## src/verilog/x21cp_pkg.sv

```systemverilog
// constants and state type for the call-wait and call-progress machine
package x21cp_pkg;
    // clock
    localparam int unsigned CLK_HZ = 25000000;
    // timer nominal durations in ms and derived cycle counts
    localparam int unsigned T2_MS = 20000;
    localparam int unsigned T3A_MS = 2000;
    localparam int unsigned T3B_MS = 60000;
    localparam int unsigned T4_MS = 2000;
    localparam logic [31:0] T2_CYC = 32'(64'(T2_MS) * 64'(CLK_HZ) / 64'd1000);
    localparam logic [31:0] T3A_CYC = 32'(64'(T3A_MS) * 64'(CLK_HZ) / 64'd1000);
    localparam logic [31:0] T3B_CYC = 32'(64'(T3B_MS) * 64'(CLK_HZ) / 64'd1000);
    localparam logic [31:0] T4_CYC = 32'(64'(T4_MS) * 64'(CLK_HZ) / 64'd1000);
    // least time a circuit must hold before it counts as steady
    localparam int unsigned STEADY_NS = 2000;
    localparam logic [7:0] STEADY_CYC = 8'((STEADY_NS * 25 + 999) / 1000);
    // ia5 characters of interest
    localparam logic [6:0] CH_SYN = 7'h16;
    localparam logic [6:0] CH_PLUS = 7'h2b;
    localparam logic [6:0] CH_COMMA = 7'h2c;
    localparam logic [6:0] CH_ZERO = 7'h30;
    localparam logic [6:0] CH_NINE = 7'h39;
    localparam logic [6:0] CH_PRN_LO = 7'h20;
    localparam logic [6:0] CH_PRN_HI = 7'h7e;
    // receive error handling flag positions
    localparam int unsigned FLG_PARITY = 7;
    localparam int unsigned FLG_INVALID = 11;
    // error report codes
    localparam logic [3:0] ERR_PARITY = 4'h1;
    localparam logic [3:0] ERR_INVALID = 4'h2;
    localparam logic [3:0] ERR_DISCONNECT = 4'h8;
    // call-progress buffer
    localparam int unsigned CP_AW = 5;
    localparam int unsigned CP_DEPTH = 32;
    localparam int unsigned SYN_EXIT = 2;
    typedef enum logic [3:0] {
        ST_IDLE, ST_06A, ST_06B, ST_07, ST_10BIS, ST_11, ST_12, ST_16, ST_19
    } x21cp_state_e;
endpackage

```

## src/verilog/x21cp_fsm.sv

```systemverilog
// call-wait and call-progress state machine for the x.21 switched line
`timescale 1ns/100ps
`default_nettype none
// Operation
// - parity-error char: flag bit 7 selects handling
// - invalid char: flag bit 11 selects handling
// - in 06B drive T one, C on
// - enter 06B from 09/10bis on accept
// - T4 two seconds from 09, expiry clears
// - valid dce info char in 06B: 10bis
// - steady R one enters state 11
// - steady R one and I on: 12
// - abort or fatal error enters state 16
// - network clear: state 19, terminate, report
// - in 07 drive T one, C on
// - numeric char in 06A enters 07
// - plus ends block, not stored
// - signals are two digits, comma separated
// - T2 twenty seconds from 05, expiry clears
// - T3A two seconds, restarted per detection
// - first char zero selects 60 s T3B
// - terminator then two SYN returns 06A
// - enter 06A from 05/07/10 on initiate
module x21cp_fsm #(
    parameter logic [31:0] T2_CYCLES = x21cp_pkg::T2_CYC,
    parameter logic [31:0] T3A_CYCLES = x21cp_pkg::T3A_CYC,
    parameter logic [31:0] T3B_CYCLES = x21cp_pkg::T3B_CYC,
    parameter logic [31:0] T4_CYCLES = x21cp_pkg::T4_CYC
) (
    input wire logic sys_clk,
    input wire logic arst_n,
    input wire logic r_pin,
    input wire logic i_pin,
    input wire logic rx_valid,
    input wire logic [6:0] rx_char,
    input wire logic rx_parity_err,
    input wire logic [15:0] receive_error_handling_flags,
    input wire logic [1:0] dce_info_character_set,
    input wire logic cmd_open_initiate,
    input wire logic cmd_open_accept,
    input wire logic cmd_abort,
    input wire logic cmd_cp_dump,
    input wire logic charge_info_call,
    input wire logic fatal_error,
    input wire logic net_clear,
    input wire logic sig_state05,
    input wire logic sig_state09,
    input wire logic det_state10,
    input wire logic enter_06a,
    input wire logic enter_06b,
    input wire logic call_release,
    output logic t_out,
    output logic c_on,
    output x21cp_pkg::x21cp_state_e call_state,
    output logic terminate_reqs,
    output logic err_valid,
    output logic [3:0] err_code,
    output logic char_tossed,
    output logic timeout,
    output logic cp_valid,
    output logic [6:0] cp_data,
    output logic cp_last
);
    x21cp_pkg::x21cp_state_e st_r, st_nxt;
    logic r_meta_r, r_sync_r, i_meta_r, i_sync_r;
    logic [7:0] r_cnt_r, i_cnt_r;
    logic r_steady, i_steady;
    logic open_pend_r, init_pend_r;
    logic term_seen_r;
    logic [1:0] syn_cnt_r;
    logic [1:0] cp_pos_r;
    logic t3b_sel_r;
    logic [x21cp_pkg::CP_AW-1:0] wr_ptr_r, rd_ptr_r;
    logic dump_act_r, dump_vld_r, dump_last_r;
    logic t2_exp, t3_exp, t4_exp, any_exp;
    logic is_digit, is_syn, is_comma, is_plus, is_dce_info;
    logic active, toss, invalid, good, t3_start, cp_we;
    logic [6:0] rd_data;

    // two-flop synchronisers for the network circuits
    always_ff @(posedge sys_clk or negedge arst_n) begin
        if (!arst_n) begin
            r_meta_r <= 1'b0;
            r_sync_r <= 1'b0;
            i_meta_r <= 1'b0;
            i_sync_r <= 1'b0;
        end else begin
            r_meta_r <= r_pin;
            r_sync_r <= r_meta_r;
            i_meta_r <= i_pin;
            i_sync_r <= i_meta_r;
        end
    end

    // steady-level filters; a glitch restarts the count
    always_ff @(posedge sys_clk or negedge arst_n) begin
        if (!arst_n) begin
            r_cnt_r <= 8'h0;
            i_cnt_r <= 8'h0;
        end else begin
            r_cnt_r <= !r_sync_r ? 8'h0 : (r_steady ? r_cnt_r : r_cnt_r + 8'h1);
            i_cnt_r <= !i_sync_r ? 8'h0 : (i_steady ? i_cnt_r : i_cnt_r + 8'h1);
        end
    end
    assign r_steady = (r_cnt_r >= x21cp_pkg::STEADY_CYC);
    assign i_steady = (i_cnt_r >= x21cp_pkg::STEADY_CYC);

    // character classes
    assign is_digit = (rx_char >= x21cp_pkg::CH_ZERO) && (rx_char <= x21cp_pkg::CH_NINE);
    assign is_syn = (rx_char == x21cp_pkg::CH_SYN);
    assign is_comma = (rx_char == x21cp_pkg::CH_COMMA);
    assign is_plus = (rx_char == x21cp_pkg::CH_PLUS);
    // bit 0 admits digits, bit 1 other printables as dce information
    assign is_dce_info = (is_digit && dce_info_character_set[0])
        || (!is_digit && !is_syn && rx_char >= x21cp_pkg::CH_PRN_LO
            && rx_char <= x21cp_pkg::CH_PRN_HI && dce_info_character_set[1]);
    assign active = (st_r == x21cp_pkg::ST_06A) || (st_r == x21cp_pkg::ST_06B)
        || (st_r == x21cp_pkg::ST_07);
    // r at one or a clear under way means the char is a line transition
    assign toss = r_sync_r || net_clear;

    // what each waiting state accepts
    always_comb begin
        invalid = 1'b0;
        case (st_r)
            x21cp_pkg::ST_06A: invalid = !is_digit && !is_syn;
            x21cp_pkg::ST_06B: invalid = !is_syn && !is_dce_info;
            x21cp_pkg::ST_07: begin
                if (is_syn) begin
                    invalid = 1'b0;
                end else if (cp_pos_r == 2'd2) begin
                    invalid = !is_comma && !is_plus;
                end else begin
                    invalid = !is_digit;
                end
            end
            default: invalid = 1'b0;
        endcase
    end
    assign good = rx_valid && !rx_parity_err && !invalid && !toss;

    // next state, clearing and expiry ahead of line events
    always_comb begin
        st_nxt = st_r;
        case (st_r)
            x21cp_pkg::ST_IDLE, x21cp_pkg::ST_10BIS: begin
                if (enter_06b && (cmd_open_accept || charge_info_call)) begin
                    st_nxt = x21cp_pkg::ST_06B;
                end else if (enter_06a && init_pend_r) begin
                    st_nxt = x21cp_pkg::ST_06A;
                end
            end
            x21cp_pkg::ST_11: begin
                if (i_steady) begin
                    st_nxt = x21cp_pkg::ST_12;
                end
            end
            x21cp_pkg::ST_12, x21cp_pkg::ST_16, x21cp_pkg::ST_19: begin
                if (call_release) begin
                    st_nxt = x21cp_pkg::ST_IDLE;
                end
            end
            default: begin
                if (good && st_r == x21cp_pkg::ST_06A && is_digit && init_pend_r) begin
                    st_nxt = x21cp_pkg::ST_07;
                end else if (good && st_r == x21cp_pkg::ST_06B && is_dce_info) begin
                    st_nxt = x21cp_pkg::ST_10BIS;
                end else if (good && st_r == x21cp_pkg::ST_07 && is_syn && term_seen_r
                             && syn_cnt_r == 2'(x21cp_pkg::SYN_EXIT - 1)) begin
                    st_nxt = x21cp_pkg::ST_06A;
                end
            end
        endcase
        if (active && r_steady) begin
            st_nxt = i_steady ? x21cp_pkg::ST_12 : x21cp_pkg::ST_11;
        end
        if (st_r != x21cp_pkg::ST_12 && st_r != x21cp_pkg::ST_16 && st_r != x21cp_pkg::ST_19
            && (any_exp || fatal_error || (cmd_abort && open_pend_r))) begin
            st_nxt = x21cp_pkg::ST_16;
        end
        if (net_clear && st_r != x21cp_pkg::ST_19) begin
            st_nxt = x21cp_pkg::ST_19;
        end
    end

    // state register and circuit drive
    always_ff @(posedge sys_clk or negedge arst_n) begin
        if (!arst_n) begin
            st_r <= x21cp_pkg::ST_IDLE;
            t_out <= 1'b1;
            c_on <= 1'b0;
        end else begin
            st_r <= st_nxt;
            // dte clear request drops both; waiting states hold T one, C on
            t_out <= (st_nxt != x21cp_pkg::ST_16) && (st_nxt != x21cp_pkg::ST_19);
            c_on <= (st_nxt != x21cp_pkg::ST_IDLE) && (st_nxt != x21cp_pkg::ST_16)
                && (st_nxt != x21cp_pkg::ST_19);
        end
    end
    assign call_state = st_r;

    // open commands pending until the call is released, cleared or reaches state 12
    always_ff @(posedge sys_clk or negedge arst_n) begin
        if (!arst_n) begin
            open_pend_r <= 1'b0;
            init_pend_r <= 1'b0;
        end else if (cmd_open_initiate || cmd_open_accept) begin
            open_pend_r <= 1'b1;
            init_pend_r <= cmd_open_initiate;
        end else if (call_release || st_nxt == x21cp_pkg::ST_16
                     || st_nxt == x21cp_pkg::ST_19 || st_nxt == x21cp_pkg::ST_12) begin
            open_pend_r <= 1'b0;
            init_pend_r <= 1'b0;
        end
    end

    // call-progress parser: position, terminator and syn count
    always_ff @(posedge sys_clk or negedge arst_n) begin
        if (!arst_n) begin
            cp_pos_r <= 2'd0;
            term_seen_r <= 1'b0;
            syn_cnt_r <= 2'd0;
            t3b_sel_r <= 1'b0;
        end else if (st_r == x21cp_pkg::ST_06A && st_nxt == x21cp_pkg::ST_07) begin
            cp_pos_r <= 2'd1;
            term_seen_r <= 1'b0;
            syn_cnt_r <= 2'd0;
            t3b_sel_r <= (rx_char == x21cp_pkg::CH_ZERO);
        end else if (st_r == x21cp_pkg::ST_07 && good) begin
            if (is_syn) begin
                syn_cnt_r <= term_seen_r ? syn_cnt_r + 2'd1 : 2'd0;
            end else if (is_plus) begin
                term_seen_r <= 1'b1;
                cp_pos_r <= 2'd0;
            end else begin
                term_seen_r <= 1'b0;
                syn_cnt_r <= 2'd0;
                cp_pos_r <= (cp_pos_r == 2'd2) ? 2'd0 : cp_pos_r + 2'd1;
            end
        end
    end

    // buffer digits and commas; the plus never reaches the buffer
    assign cp_we = good && ((st_r == x21cp_pkg::ST_06A && st_nxt == x21cp_pkg::ST_07)
        || (st_r == x21cp_pkg::ST_07 && (is_digit || is_comma)));

    // write pointer saturates: excess signals are lost, not wrapped
    always_ff @(posedge sys_clk or negedge arst_n) begin
        if (!arst_n) begin
            wr_ptr_r <= '0;
        end else if (cmd_open_initiate) begin
            wr_ptr_r <= '0;
        end else if (cp_we && wr_ptr_r != '1) begin
            wr_ptr_r <= wr_ptr_r + 1'b1;
        end
    end

    // dump streams the buffer, one char a cycle after read latency
    always_ff @(posedge sys_clk or negedge arst_n) begin
        if (!arst_n) begin
            dump_act_r <= 1'b0;
            rd_ptr_r <= '0;
            dump_vld_r <= 1'b0;
            dump_last_r <= 1'b0;
            cp_valid <= 1'b0;
            cp_last <= 1'b0;
            cp_data <= 7'h0;
        end else begin
            dump_vld_r <= dump_act_r;
            dump_last_r <= dump_act_r && (rd_ptr_r + 1'b1 == wr_ptr_r);
            cp_valid <= dump_vld_r;
            cp_last <= dump_last_r;
            cp_data <= dump_vld_r ? rd_data : 7'h0;
            if (cmd_cp_dump && !dump_act_r && wr_ptr_r != '0) begin
                dump_act_r <= 1'b1;
                rd_ptr_r <= '0;
            end else if (dump_act_r) begin
                rd_ptr_r <= rd_ptr_r + 1'b1;
                dump_act_r <= (rd_ptr_r + 1'b1 != wr_ptr_r);
            end
        end
    end

    x21cp_cpbuf u_cpbuf (
        .sys_clk(sys_clk),
        .we(cp_we),
        .waddr(wr_ptr_r),
        .wdata(rx_char),
        .raddr(rd_ptr_r),
        .rdata(rd_data)
    );

    // garbled chars: flag bit chooses report or silent discard
    always_ff @(posedge sys_clk or negedge arst_n) begin
        if (!arst_n) begin
            err_valid <= 1'b0;
            err_code <= 4'h0;
            char_tossed <= 1'b0;
            terminate_reqs <= 1'b0;
            timeout <= 1'b0;
        end else begin
            err_valid <= 1'b0;
            char_tossed <= 1'b0;
            timeout <= any_exp && st_nxt == x21cp_pkg::ST_16;
            terminate_reqs <= (st_nxt == x21cp_pkg::ST_19) && (st_r != x21cp_pkg::ST_19);
            if (st_nxt == x21cp_pkg::ST_19 && st_r != x21cp_pkg::ST_19) begin
                err_valid <= 1'b1;
                err_code <= x21cp_pkg::ERR_DISCONNECT;
            end else if (active && rx_valid && (rx_parity_err || invalid)) begin
                if (toss) begin
                    char_tossed <= 1'b1;
                end else if (rx_parity_err) begin
                    err_valid <= receive_error_handling_flags[x21cp_pkg::FLG_PARITY];
                    char_tossed <= !receive_error_handling_flags[x21cp_pkg::FLG_PARITY];
                    err_code <= x21cp_pkg::ERR_PARITY;
                end else begin
                    err_valid <= receive_error_handling_flags[x21cp_pkg::FLG_INVALID];
                    char_tossed <= !receive_error_handling_flags[x21cp_pkg::FLG_INVALID];
                    err_code <= x21cp_pkg::ERR_INVALID;
                end
            end
        end
    end

    // call timers, counts set by parameters and loaded on start; 12, 16, 19 close the enum and halt them
    assign t3_start = (st_r != x21cp_pkg::ST_07 && st_nxt == x21cp_pkg::ST_07) || det_state10;
    assign any_exp = t2_exp || t3_exp || t4_exp;

    x21cp_timer u_t2 (
        .sys_clk(sys_clk),
        .arst_n(arst_n),
        .start(sig_state05),
        .load_val(T2_CYCLES),
        .stop(st_r >= x21cp_pkg::ST_12),
        .expired(t2_exp)
    );
    x21cp_timer u_t3 (
        .sys_clk(sys_clk),
        .arst_n(arst_n),
        .start(t3_start),
        .load_val((t3b_sel_r || (t3_start && rx_char == x21cp_pkg::CH_ZERO && rx_valid))
            ? T3B_CYCLES : T3A_CYCLES),
        .stop(st_r >= x21cp_pkg::ST_12),
        .expired(t3_exp)
    );
    x21cp_timer u_t4 (
        .sys_clk(sys_clk),
        .arst_n(arst_n),
        .start(sig_state09),
        .load_val(T4_CYCLES),
        .stop(st_r >= x21cp_pkg::ST_12),
        .expired(t4_exp)
    );

    chk_clear_on_net: assert property (@(posedge sys_clk) disable iff (!arst_n)
        net_clear && st_r != x21cp_pkg::ST_19 |=> st_r == x21cp_pkg::ST_19
        ##0 terminate_reqs) else $error("network clear did not reach state 19");
    chk_abort_clears: assert property (@(posedge sys_clk) disable iff (!arst_n)
        active && cmd_abort && open_pend_r && !net_clear |=> st_r == x21cp_pkg::ST_16
        ##1 !t_out && !c_on) else $error("abort did not clear");
    chk_wait_drive: assert property (@(posedge sys_clk) disable iff (!arst_n)
        (st_r == x21cp_pkg::ST_06B || st_r == x21cp_pkg::ST_07) && $stable(st_r)
        |-> t_out && c_on) else $error("waiting state drive wrong");
    chk_steady_one: assert property (@(posedge sys_clk) disable iff (!arst_n)
        active && r_steady && !i_steady && !net_clear && !any_exp && !fatal_error && !cmd_abort
        |=> st_r == x21cp_pkg::ST_11) else $error("steady R did not give 11");
    chk_ready_data: assert property (@(posedge sys_clk) disable iff (!arst_n)
        active && r_steady && i_steady && !net_clear && !any_exp && !fatal_error && !cmd_abort
        |=> st_r == x21cp_pkg::ST_12) else $error("steady R and I did not give 12");
    chk_digit_to_cp: assert property (@(posedge sys_clk) disable iff (!arst_n)
        st_r == x21cp_pkg::ST_06A && good && is_digit && init_pend_r && !r_steady && !any_exp
        && !fatal_error && !cmd_abort |=> st_r == x21cp_pkg::ST_07)
        else $error("digit in 06A ignored");
    chk_parity_report: assert property (@(posedge sys_clk) disable iff (!arst_n)
        active && rx_valid && rx_parity_err && !toss && !net_clear
        |=> err_valid == $past(receive_error_handling_flags[7])
        && err_valid != char_tossed) else $error("parity handling wrong");
    chk_invalid_report: assert property (@(posedge sys_clk) disable iff (!arst_n)
        active && rx_valid && !rx_parity_err && invalid && !toss && !net_clear
        |=> err_valid == $past(receive_error_handling_flags[11])
        ##0 err_code == 4'h2 || !err_valid) else $error("invalid handling wrong");
    chk_plus_unbuffered: assert property (@(posedge sys_clk) disable iff (!arst_n)
        rx_valid && is_plus |-> !cp_we) else $error("terminator buffered");
    chk_syn_exit: assert property (@(posedge sys_clk) disable iff (!arst_n)
        st_r == x21cp_pkg::ST_07 && $past(st_r) == x21cp_pkg::ST_07 && st_nxt == x21cp_pkg::ST_06A
        |-> term_seen_r && is_syn) else $error("left 07 without terminator");
endmodule
`default_nettype wire

```

## src/verilog/x21cp_timer.sv

```systemverilog
// down-counting call timer, reloaded from load_val on each start
`timescale 1ns/100ps
`default_nettype none
module x21cp_timer (
    input wire logic sys_clk,
    input wire logic arst_n,
    input wire logic start,
    input wire logic [31:0] load_val,
    input wire logic stop,
    output logic expired
);
    logic [31:0] cnt_r;
    logic run_r;
    logic exp_r;

    // stop outranks start, so a late restart cannot revive a finished call
    always_ff @(posedge sys_clk or negedge arst_n) begin
        if (!arst_n) begin
            cnt_r <= 32'h0;
            run_r <= 1'b0;
            exp_r <= 1'b0;
        end else begin
            exp_r <= 1'b0;
            if (stop) begin
                run_r <= 1'b0;
            end else if (start) begin
                cnt_r <= load_val;
                run_r <= 1'b1;
            end else if (run_r) begin
                if (cnt_r <= 32'h1) begin
                    run_r <= 1'b0;
                    exp_r <= 1'b1; // one-cycle expiry pulse
                end else begin
                    cnt_r <= cnt_r - 32'h1;
                end
            end
        end
    end
    assign expired = exp_r;
endmodule
`default_nettype wire

```

## src/verilog/x21cp_cpbuf.sv

```systemverilog
// small buffer for call-progress characters, registered read data
`timescale 1ns/100ps
`default_nettype none
module x21cp_cpbuf (
    input wire logic sys_clk,
    input wire logic we,
    input wire logic [x21cp_pkg::CP_AW-1:0] waddr,
    input wire logic [6:0] wdata,
    input wire logic [x21cp_pkg::CP_AW-1:0] raddr,
    output logic [6:0] rdata
);
    logic [6:0] mem [x21cp_pkg::CP_DEPTH];
    logic [6:0] rd_r;

    // plain ram, no reset so it maps to block memory
    always_ff @(posedge sys_clk) begin
        if (we) begin
            mem[waddr] <= wdata;
        end
        rd_r <= mem[raddr];
    end
    assign rdata = rd_r;
endmodule
`default_nettype wire

```

## config.mk

```make
export PLATFORM = sky130hd
export DESIGN_NAME = x21cp_fsm
export DESIGN_NICKNAME = d
export VERILOG_FILES = /design/src/verilog/x21cp_pkg.sv /design/src/verilog/x21cp_fsm.sv /design/src/verilog/x21cp_timer.sv /design/src/verilog/x21cp_cpbuf.sv
export SDC_FILE = /design/constraint.sdc
export NUM_CORES = 1
export LEC_CHECK = 0
export ABC_AREA = 1
export BUFFER_PORTS_ARGS = -buffer_cell sky130_fd_sc_hd__buf_2
export CAP_MARGIN = 20
export CORE_ASPECT_RATIO = 1.25
export CORE_MARGIN = 8
export CORE_UTILIZATION = 60
export CTS_CLUSTER_DIAMETER = 50
export DETAILED_ROUTE_END_ITERATION = 12
export PLACE_DENSITY = 0.78
export SYNTH_ARGS = -nofsm -noshare
export SYNTH_HDL_FRONTEND = slang
export SYNTH_SLANG_ARGS = --single-unit
```

## constraint.sdc

```tcl
create_clock -name sys_clk -period 7 [get_ports sys_clk]
set_input_delay 0.35 -clock sys_clk [delete_from_list [all_inputs] [get_ports sys_clk]]
set_output_delay 0.35 -clock sys_clk [all_outputs]
set_load 0.01 [all_outputs]
```

After elaboration in Yosys (flattened, before gate mapping)
Memories as Yosys holds them, arrays and structs flattened. A register that Yosys moved wholly into a read port is not among the register bits.
Index checks and enable logic that the tools add are counted.
- equality and inequality tests: 35
- multiplexer cells: 91
- bitwise gates (word level): 1
- $lt $le $gt $ge: 10
- $add $sub $neg: 9
- reduce and logical (&&, ||, !) cells: 93
- operator list (kind ; number):
    two-way mux 32 bit ; 9
    <= comparator 32 x 1 -> 1 bit, second input constant ; 3
    subtractor 32 x 1 -> 32 bit, second input constant ; 3
    two-way mux 4 bit ; 13
    logical AND 1 bit ; 45
    two-way mux 1 bit ; 45
    two-way mux 8 bit ; 4
    two-way mux 31 bit ; 1
    equality test 4 x 3 -> 1 bit, second input constant ; 6
    two-way mux 2 bit ; 12
    equality test 7 x 6 -> 1 bit, second input constant ; 3
    two-way mux 5 bit ; 4
    logical OR 1 bit ; 18
    adder 8 x 1 -> 8 bit, second input constant ; 2
    >= comparator 8 x 6 -> 1 bit, second input constant ; 2
    nonzero test 2 bit ; 8
    >= comparator 7 x 6 -> 1 bit, second input constant ; 2
    equality test 4 x 2 -> 1 bit, second input constant ; 3
    inequality test 4 x 3 -> 1 bit, second input constant ; 3
    case mux 4 bit (3 select lines) ; 1
    zero test 1 bit ; 11
    adder 5 x 1 -> 5 bit, second input constant ; 2
    inequality test 2 bit, second input constant ; 5
    AND reduction 3 bit ; 3
    25 further kinds ; 31
- output and inout bits: 23
- logic and storage cells: 277
- register bits: 166
- memories kept: 1
- memory bits (writable): 224
- input bits: 44
- memory list (name ; words ; width ; read ports ; clocked after Yosys merged registers in ; write ports ; RTL line ; source):
    u_cpbuf.mem ; 32 ; 7 ; 1 ; 1 ; 1 ; x21cp_cpbuf.sv:12 ; logic [6:0] mem [x21cp_pkg::CP_DEPTH];

Logic depth before layout (Yosys ltp)
- depth in word-level cells: 33
- mapped depth: 24
- mapped depth without buffers: 23

Modules after synthesis
Synthesis repeated with hierarchy kept, for this count alone.
- cell total of the unflattened synthesis: 2638
- area total of the unflattened synthesis: 20996.4 µm²
- by module, submodules not included (module ; cells each ; sequential area each (µm²) ; area each (µm²) ; times used):
    x21cp_cpbuf ; 813 ; 6866.6 ; 9416.5 ; 1
    x21cp_timer at u_t2 ... ; 469 ; 850.8 ; 2750.1 ; 2
    x21cp_fsm ; 431 ; 1577.8 ; 3342.0 ; 1
    x21cp_timer at u_t4 ; 456 ; 850.8 ; 2737.6 ; 1

Least setup slack after synthesis
Ideal clock, no wire load.
- path kind: register to register
- start point: reg r_cnt_r[0]
- end point: mem u_cpbuf.mem[0][0] (enable)
- data required time: 6.640 ns
- clock period less this slack: 2.774 ns
- library setup time: 0.360 ns
- arrival time: 2.414 ns
- stages on the path, launching flop included: 18
- setup slack: 4.226 ns
- buffers on the path: 0
- cells stage by stage: dfrtp_1 inv_1 ha_1 nor3_1 a21oi_1 nor3_4 nor2_1 inv_2 nand2_1 nor3_1 nand2_1 inv_1 nand4_1 nor2_1 nor2_1 inv_1 nand2_1 nor2_1
- word-level cells in the longest chain between the ends: 11
- RTL lines (what ; RTL line ; source):
    start: declaration ; x21cp_fsm.sv:66 ; logic [7:0] r_cnt_r, i_cnt_r;
    start signal: assignment ; x21cp_fsm.sv:101 ; r_cnt_r <= !r_sync_r ? 8'h0 : (r_steady ? r_cnt_r : r_cnt_r + 8'h1);
    >= comparator 8 x 6 -> 1 bit ; x21cp_fsm.sv:105 ; assign r_steady = (r_cnt_r >= x21cp_pkg::STEADY_CYC);
    logical AND 1 bit ; x21cp_fsm.sv:174 ; if (active && r_steady) begin
    two-way mux 4 bit ; x21cp_fsm.sv:174 ;
    two-way mux 4 bit ; x21cp_fsm.sv:177 ; if (st_r != x21cp_pkg::ST_12 && st_r != x21cp_pkg::ST_16 && st_r != x21cp_pkg::ST_19
    two-way mux 4 bit ; x21cp_fsm.sv:181 ; if (net_clear && st_r != x21cp_pkg::ST_19) begin
    equality test 4 x 2 -> 1 bit ; x21cp_fsm.sv:244 ; assign cp_we = good && ((st_r == x21cp_pkg::ST_06A && st_nxt == x21cp_pkg::ST_07)
    logical AND 1 bit ; x21cp_fsm.sv:244 ;
    logical OR 1 bit ; x21cp_fsm.sv:245 ; || (st_r == x21cp_pkg::ST_07 && (is_digit || is_comma)));
    logical AND 1 bit ; x21cp_fsm.sv:244 ;
    two-way mux 1 bit ; x21cp_cpbuf.sv:17 ; if (we) begin
    two-way mux 1 bit (not written as such) ; x21cp_cpbuf.sv:18 ; mem[waddr] <= wdata;
    end: declaration ; x21cp_cpbuf.sv:12 ;
Every way passes these cells.

Worst setup path after layout
- start point: reg r_cnt_r[0]
- end point: mem u_cpbuf.mem[15][2] (enable)
Same word-level chain as after synthesis.

==> impl_metrics.csv <==
group,metric,value,unit
outcome,status,"complete, no violations",
clocking,cts_resized,0,
worst_hold_path,min-delay-path-class,"in2reg",
drt,first_pass_iters,5,
timing,worstMarginPinSlew,1.01,ns
timing,final.setup.tns,0,ns
power_and_ir_drop,p_comb_share,27.6,%
timing,max_slew_margin,32.6,%
synthesis,synth_edf_count,224,
clocking,clock_latency,0.54,ns
worst_setup_path,slowest_delay,0.69,ns
cells_and_area,drive_gt1_share,8.01,%
cells_and_area,n_antenna_cell,0,
synthesis,synth_adder_area_share,1.16,%
synthesis,synth_top_family_by_area,"simple AND/OR/NAND/NOR gates",
clocking,cts_num_sinks,396,
floorplanning,die_h,212,microns
synthesis,postSynth.asyncResetShare,41.7,%
global_route,grt-ovfl-total,0,
cells_and_area,nNetsFinal,2040,
synthesis,synth_cell_type_count,55,
drt,routed_via_density,5.71,
global_route,grt_pass1_vias,13700,
timing,hold_ws,0.0443,ns
drt,drc,0,
power_and_ir_drop,leakage,0.00817,uW
global_route,grt_max_degree,90,
job,drv_cap,0,
floorplanning,die_w,172,microns
synthesis,synth_seq_cells,396,
synthesis,synthesis.instances,1946,
power_and_ir_drop,seqPwrFrac,43.4,%
synthesis,yosysSeqAreaShare,59.9,%
synthesis,ys_warn_count,0,
worst_setup_path,worstPathArrival,3.93,ns
worst_setup_path,critPathCaptureType,"flip-flop",
drt,drt_wl_total,41800,microns
power_and_ir_drop,power_frac_clock,28.9,%
cells_and_area,synthToLayoutAreaGrowth,9.48,%
cells_and_area,final_util,66.7,%
timing,period_needed,3.78,ns
placement,hpwl,27200,microns
synthesis,synth.avg_cell_area,9.43,sq um
placement,gp_congestion,0.922,
synthesis,ys.flop_type,"edfxtp_1",
global_route,grt_usage,23.3,%
synthesis,synth_mux_area_share,0,%
clocking,cts_hold_buf,3,
worst_setup_path,slowest_stage,"nor2_1",
power_and_ir_drop,intPower,4380,uW
clocking,cts_buffer_depth,3,
synthesis,synth_compound_area_share,11.2,%
floorplanning,pin_count,67,
power_and_ir_drop,p_switching,2430,uW
worst_setup_path,cp_cell_sequence,"inv_1 -> ha_1 -> nor3_1 -> a21oi_1 -> nor3_4 -> nor2_1 -> inv_2 -> nand2_1 -> nor3_1 -> nand2_1 -> inv_1 -> nand4_1 -> nor2_1 -> nor2_1 -> inv_1 -> nand2_1 -> nor2_1",
clocking,clk_pin_slew,0.06,ns
power_and_ir_drop,swShare,35.7,%
clocking,cts_made_buffers,39,
global_route,grt_antenna_before_repair,1,
timing,rsz0062_at_grt,"no",
power_and_ir_drop,power.density,339,nW/um^2
clocking,cts_tree,"done",
timing,min_period_over_period,54.0,%
synthesis,synth_xor_area_share,2.10,%
clocking,clock-root-buffer,"clkbuf_16",
synthesis,yosys.area_share.simple,20.5,%
timing,setup_viol,0,
worst_setup_path,cp_data_required_time,7.16,ns
placement,io_buffers,51,
synthesis,synthesis.nets,2007,
global_route,grt_pass1_wl,68000,microns
drt,postRouteAntennaNets,0,
worst_setup_path,crit_fanout,9,
floorplanning,core_area,30100,sq um
synthesis,syn_area,18300,sq um
floorplanning,start_util,60.9,%
drt,vias,13800,
drt,initialDrtViolationCount,1231,
floorplanning,row_count,71,
global_route,grt.busiest_layer,"met2",
timing,hold_viol,0,
clocking,htreeDepth,2,
timing,report.final.slew_viol_count,0,
global_route,met2_usage,39.7,%
worst_setup_path,critical_path.most_common_cell,"nor2_1",
timing,fmax,265,MHz
floorplanning,die_area,36500,sq um
worst_setup_path,startpoint_type,"flip-flop",
clocking,cts_setup_buffers,0,
power_and_ir_drop,vdd_drop_max,291,uV
global_route,grtUsageMet1,29.0,%
worst_setup_path,crit_type,"reg2reg",
global_route,grt_use_met3,3.69,%
timing,finalClockSkew,0.0216,ns
drt,wl_per_cell,17.3,microns
==> Yosys cell counts, drive strengths merged (9+ instances only) <==
library cell	count	area (sq um)
nor2	370	1410
nand2	312	1200
edfxtp	224	6730
o21ai	210	1050
inv	166	623
dfrtp	164	4100
nand3	93	470
o22ai	71	444
clkbuf	57	214
a21oi	55	305
nor3	44	257
xor2	32	280
nand4	24	156
nor4	23	144
ha	17	213
buf	13	88.8
xnor2	12	105
or2	11	68.8
o31ai	9	67.6
==> final timing paths <==
check                                            start                           end  slack, ns  depth (start not counted)
worst max-delay path            r_cnt_r[0]$_DFFE_PN0P_  u_cpbuf.mem[15][2]$_DFFE_PP_       3.22                         17
worst min-delay path                 cmd_open_initiate       open_pend_r$_DFFE_PN0P_       0.04                          3
worst max register to register  r_cnt_r[0]$_DFFE_PN0P_  u_cpbuf.mem[15][2]$_DFFE_PP_       3.22                         17
worst min register to register      i_meta_r$_DFF_PN0_            i_sync_r$_DFF_PN0_       0.35                          0
max in group asynchronous                       arst_n    u_t2.cnt_r[25]$_DFFE_PN0P_       5.06                          3
min in group asynchronous                       arst_n          cp_data[0]$_DFF_PN0_       0.43                          2
==> state kept, by name (all words and copies together), names as in the netlist, 2 cells and up <==
name / cells
call_state: 4
u_cpbuf.rdata: 7
u_t4.cnt_r: 32
u_t2.cnt_r: 32
cp_data: 7
i_cnt_r: 8
syn_cnt_r: 2
u_cpbuf.mem: 224
wr_ptr_r: 5
u_t3.cnt_r: 32
cp_pos_r: 2
r_cnt_r: 8
rd_ptr_r: 5
err_code: 3
==> per-layer routing <==
layer | part of all wire [%] | vias to the layer above
met5 | 0.031 | -
met4 | 3.8 | 2
met3 | 5.7 | 106
met2 | 49 | 463
met1 | 41 | 6483
li1 | - | 6697
==> critical path: cells and delay by family (launching register included) <==
family                     cells  cell delay, ns
and+or+nand+nor               11            2.24
buffers and inverters          4            0.43
DFF                            1            0.39
adders and majority gates      1            0.20
AOI/OAI and AO/OA              1            0.13
==> cell usage in the layout, fill, tap and decap left out, types with 3 or more instances in the layout <==
master / synthesis / final
nor2_1: 364 / 364
nand2_1: 306 / 306
edfxtp_1: 224 / 224
o21ai_0: 201 / 201
dfrtp_1: 164 / 163
inv_1: 159 / 157
nand3_1: 92 / 92
o22ai_1: 71 / 71
a21oi_1: 51 / 51
buf_2: 5 / 50
clkbuf_16: 0 / 40
nor3_1: 38 / 38
xor2_1: 32 / 32
nor4_1: 23 / 23
nand4_1: 23 / 23
ha_1: 17 / 17
xnor2_1: 12 / 12
clkinv_1: 2 / 11
or2_2: 9 / 9
o31ai_1: 9 / 9
inv_2: 7 / 8
o21ai_1: 8 / 8
clkbuf_1: 57 / 8
clkinv_2: 0 / 8
buf_4: 1 / 8
dfxtp_1: 7 / 7
nor3_2: 5 / 5
nand3b_1: 5 / 5
nand2_2: 4 / 4
nor2_2: 4 / 4
o32ai_1: 4 / 4
o211ai_1: 3 / 3
o21a_1: 3 / 3
dlygate4sd3_1: 0 / 3
==> power groups by stage <==
| stage | combinational (uW) | clock (uW) | sequential [uW] |
|---|---|---|---|
| 4_1_cts | 1870 | 2000 | 2960 |
| 6_report | 1880 | 1970 | 2960 |
| 3_3_place_gp | 1810 | 0 | 2990 |
| 2_1_floorplan | 1440 | 0 | 2910 |
| 3_5_place_dp | 1860 | 0 | 3000 |
| 5_1_grt | 2140 | 2090 | 2990 |
==> layout make-up <==
class                           count  area [sq um]
Timing Repair Buffer               62           352
Fill cell                        2331         10000
Clock buffer                       48          1030
Inverter                          168           631
Multi-Input combinational cell   1312          6420
Tap cell                          401           502
Sequential cell                   396         11000
Clock inverter                     23           156
==> metrics by stage <==
stage	power (uW)	setup WS (ns)	std cells	instance area [sq um]
after detailed placement	4860	2.90	2336	18900
after global routing	7220	2.82	2410	20100
after floorplan	4350	4.23	1946	18300
after global placement	4800	2.99	2336	18900
after CTS	6830	3.20	2410	20100
final	6810	3.22	2410	20100
==> cells by family after synthesis <==
kind of cell	count (synthesis)
AND/OR/NAND/NOR	886
flip-flops	396
AO/OA/AOI/OAI	364
buffers and inverters	238
XOR/XNOR	44
adder cells (fa/ha/maj)	17
other	1
Note: power is estimated with default switching activity, not from simulation.
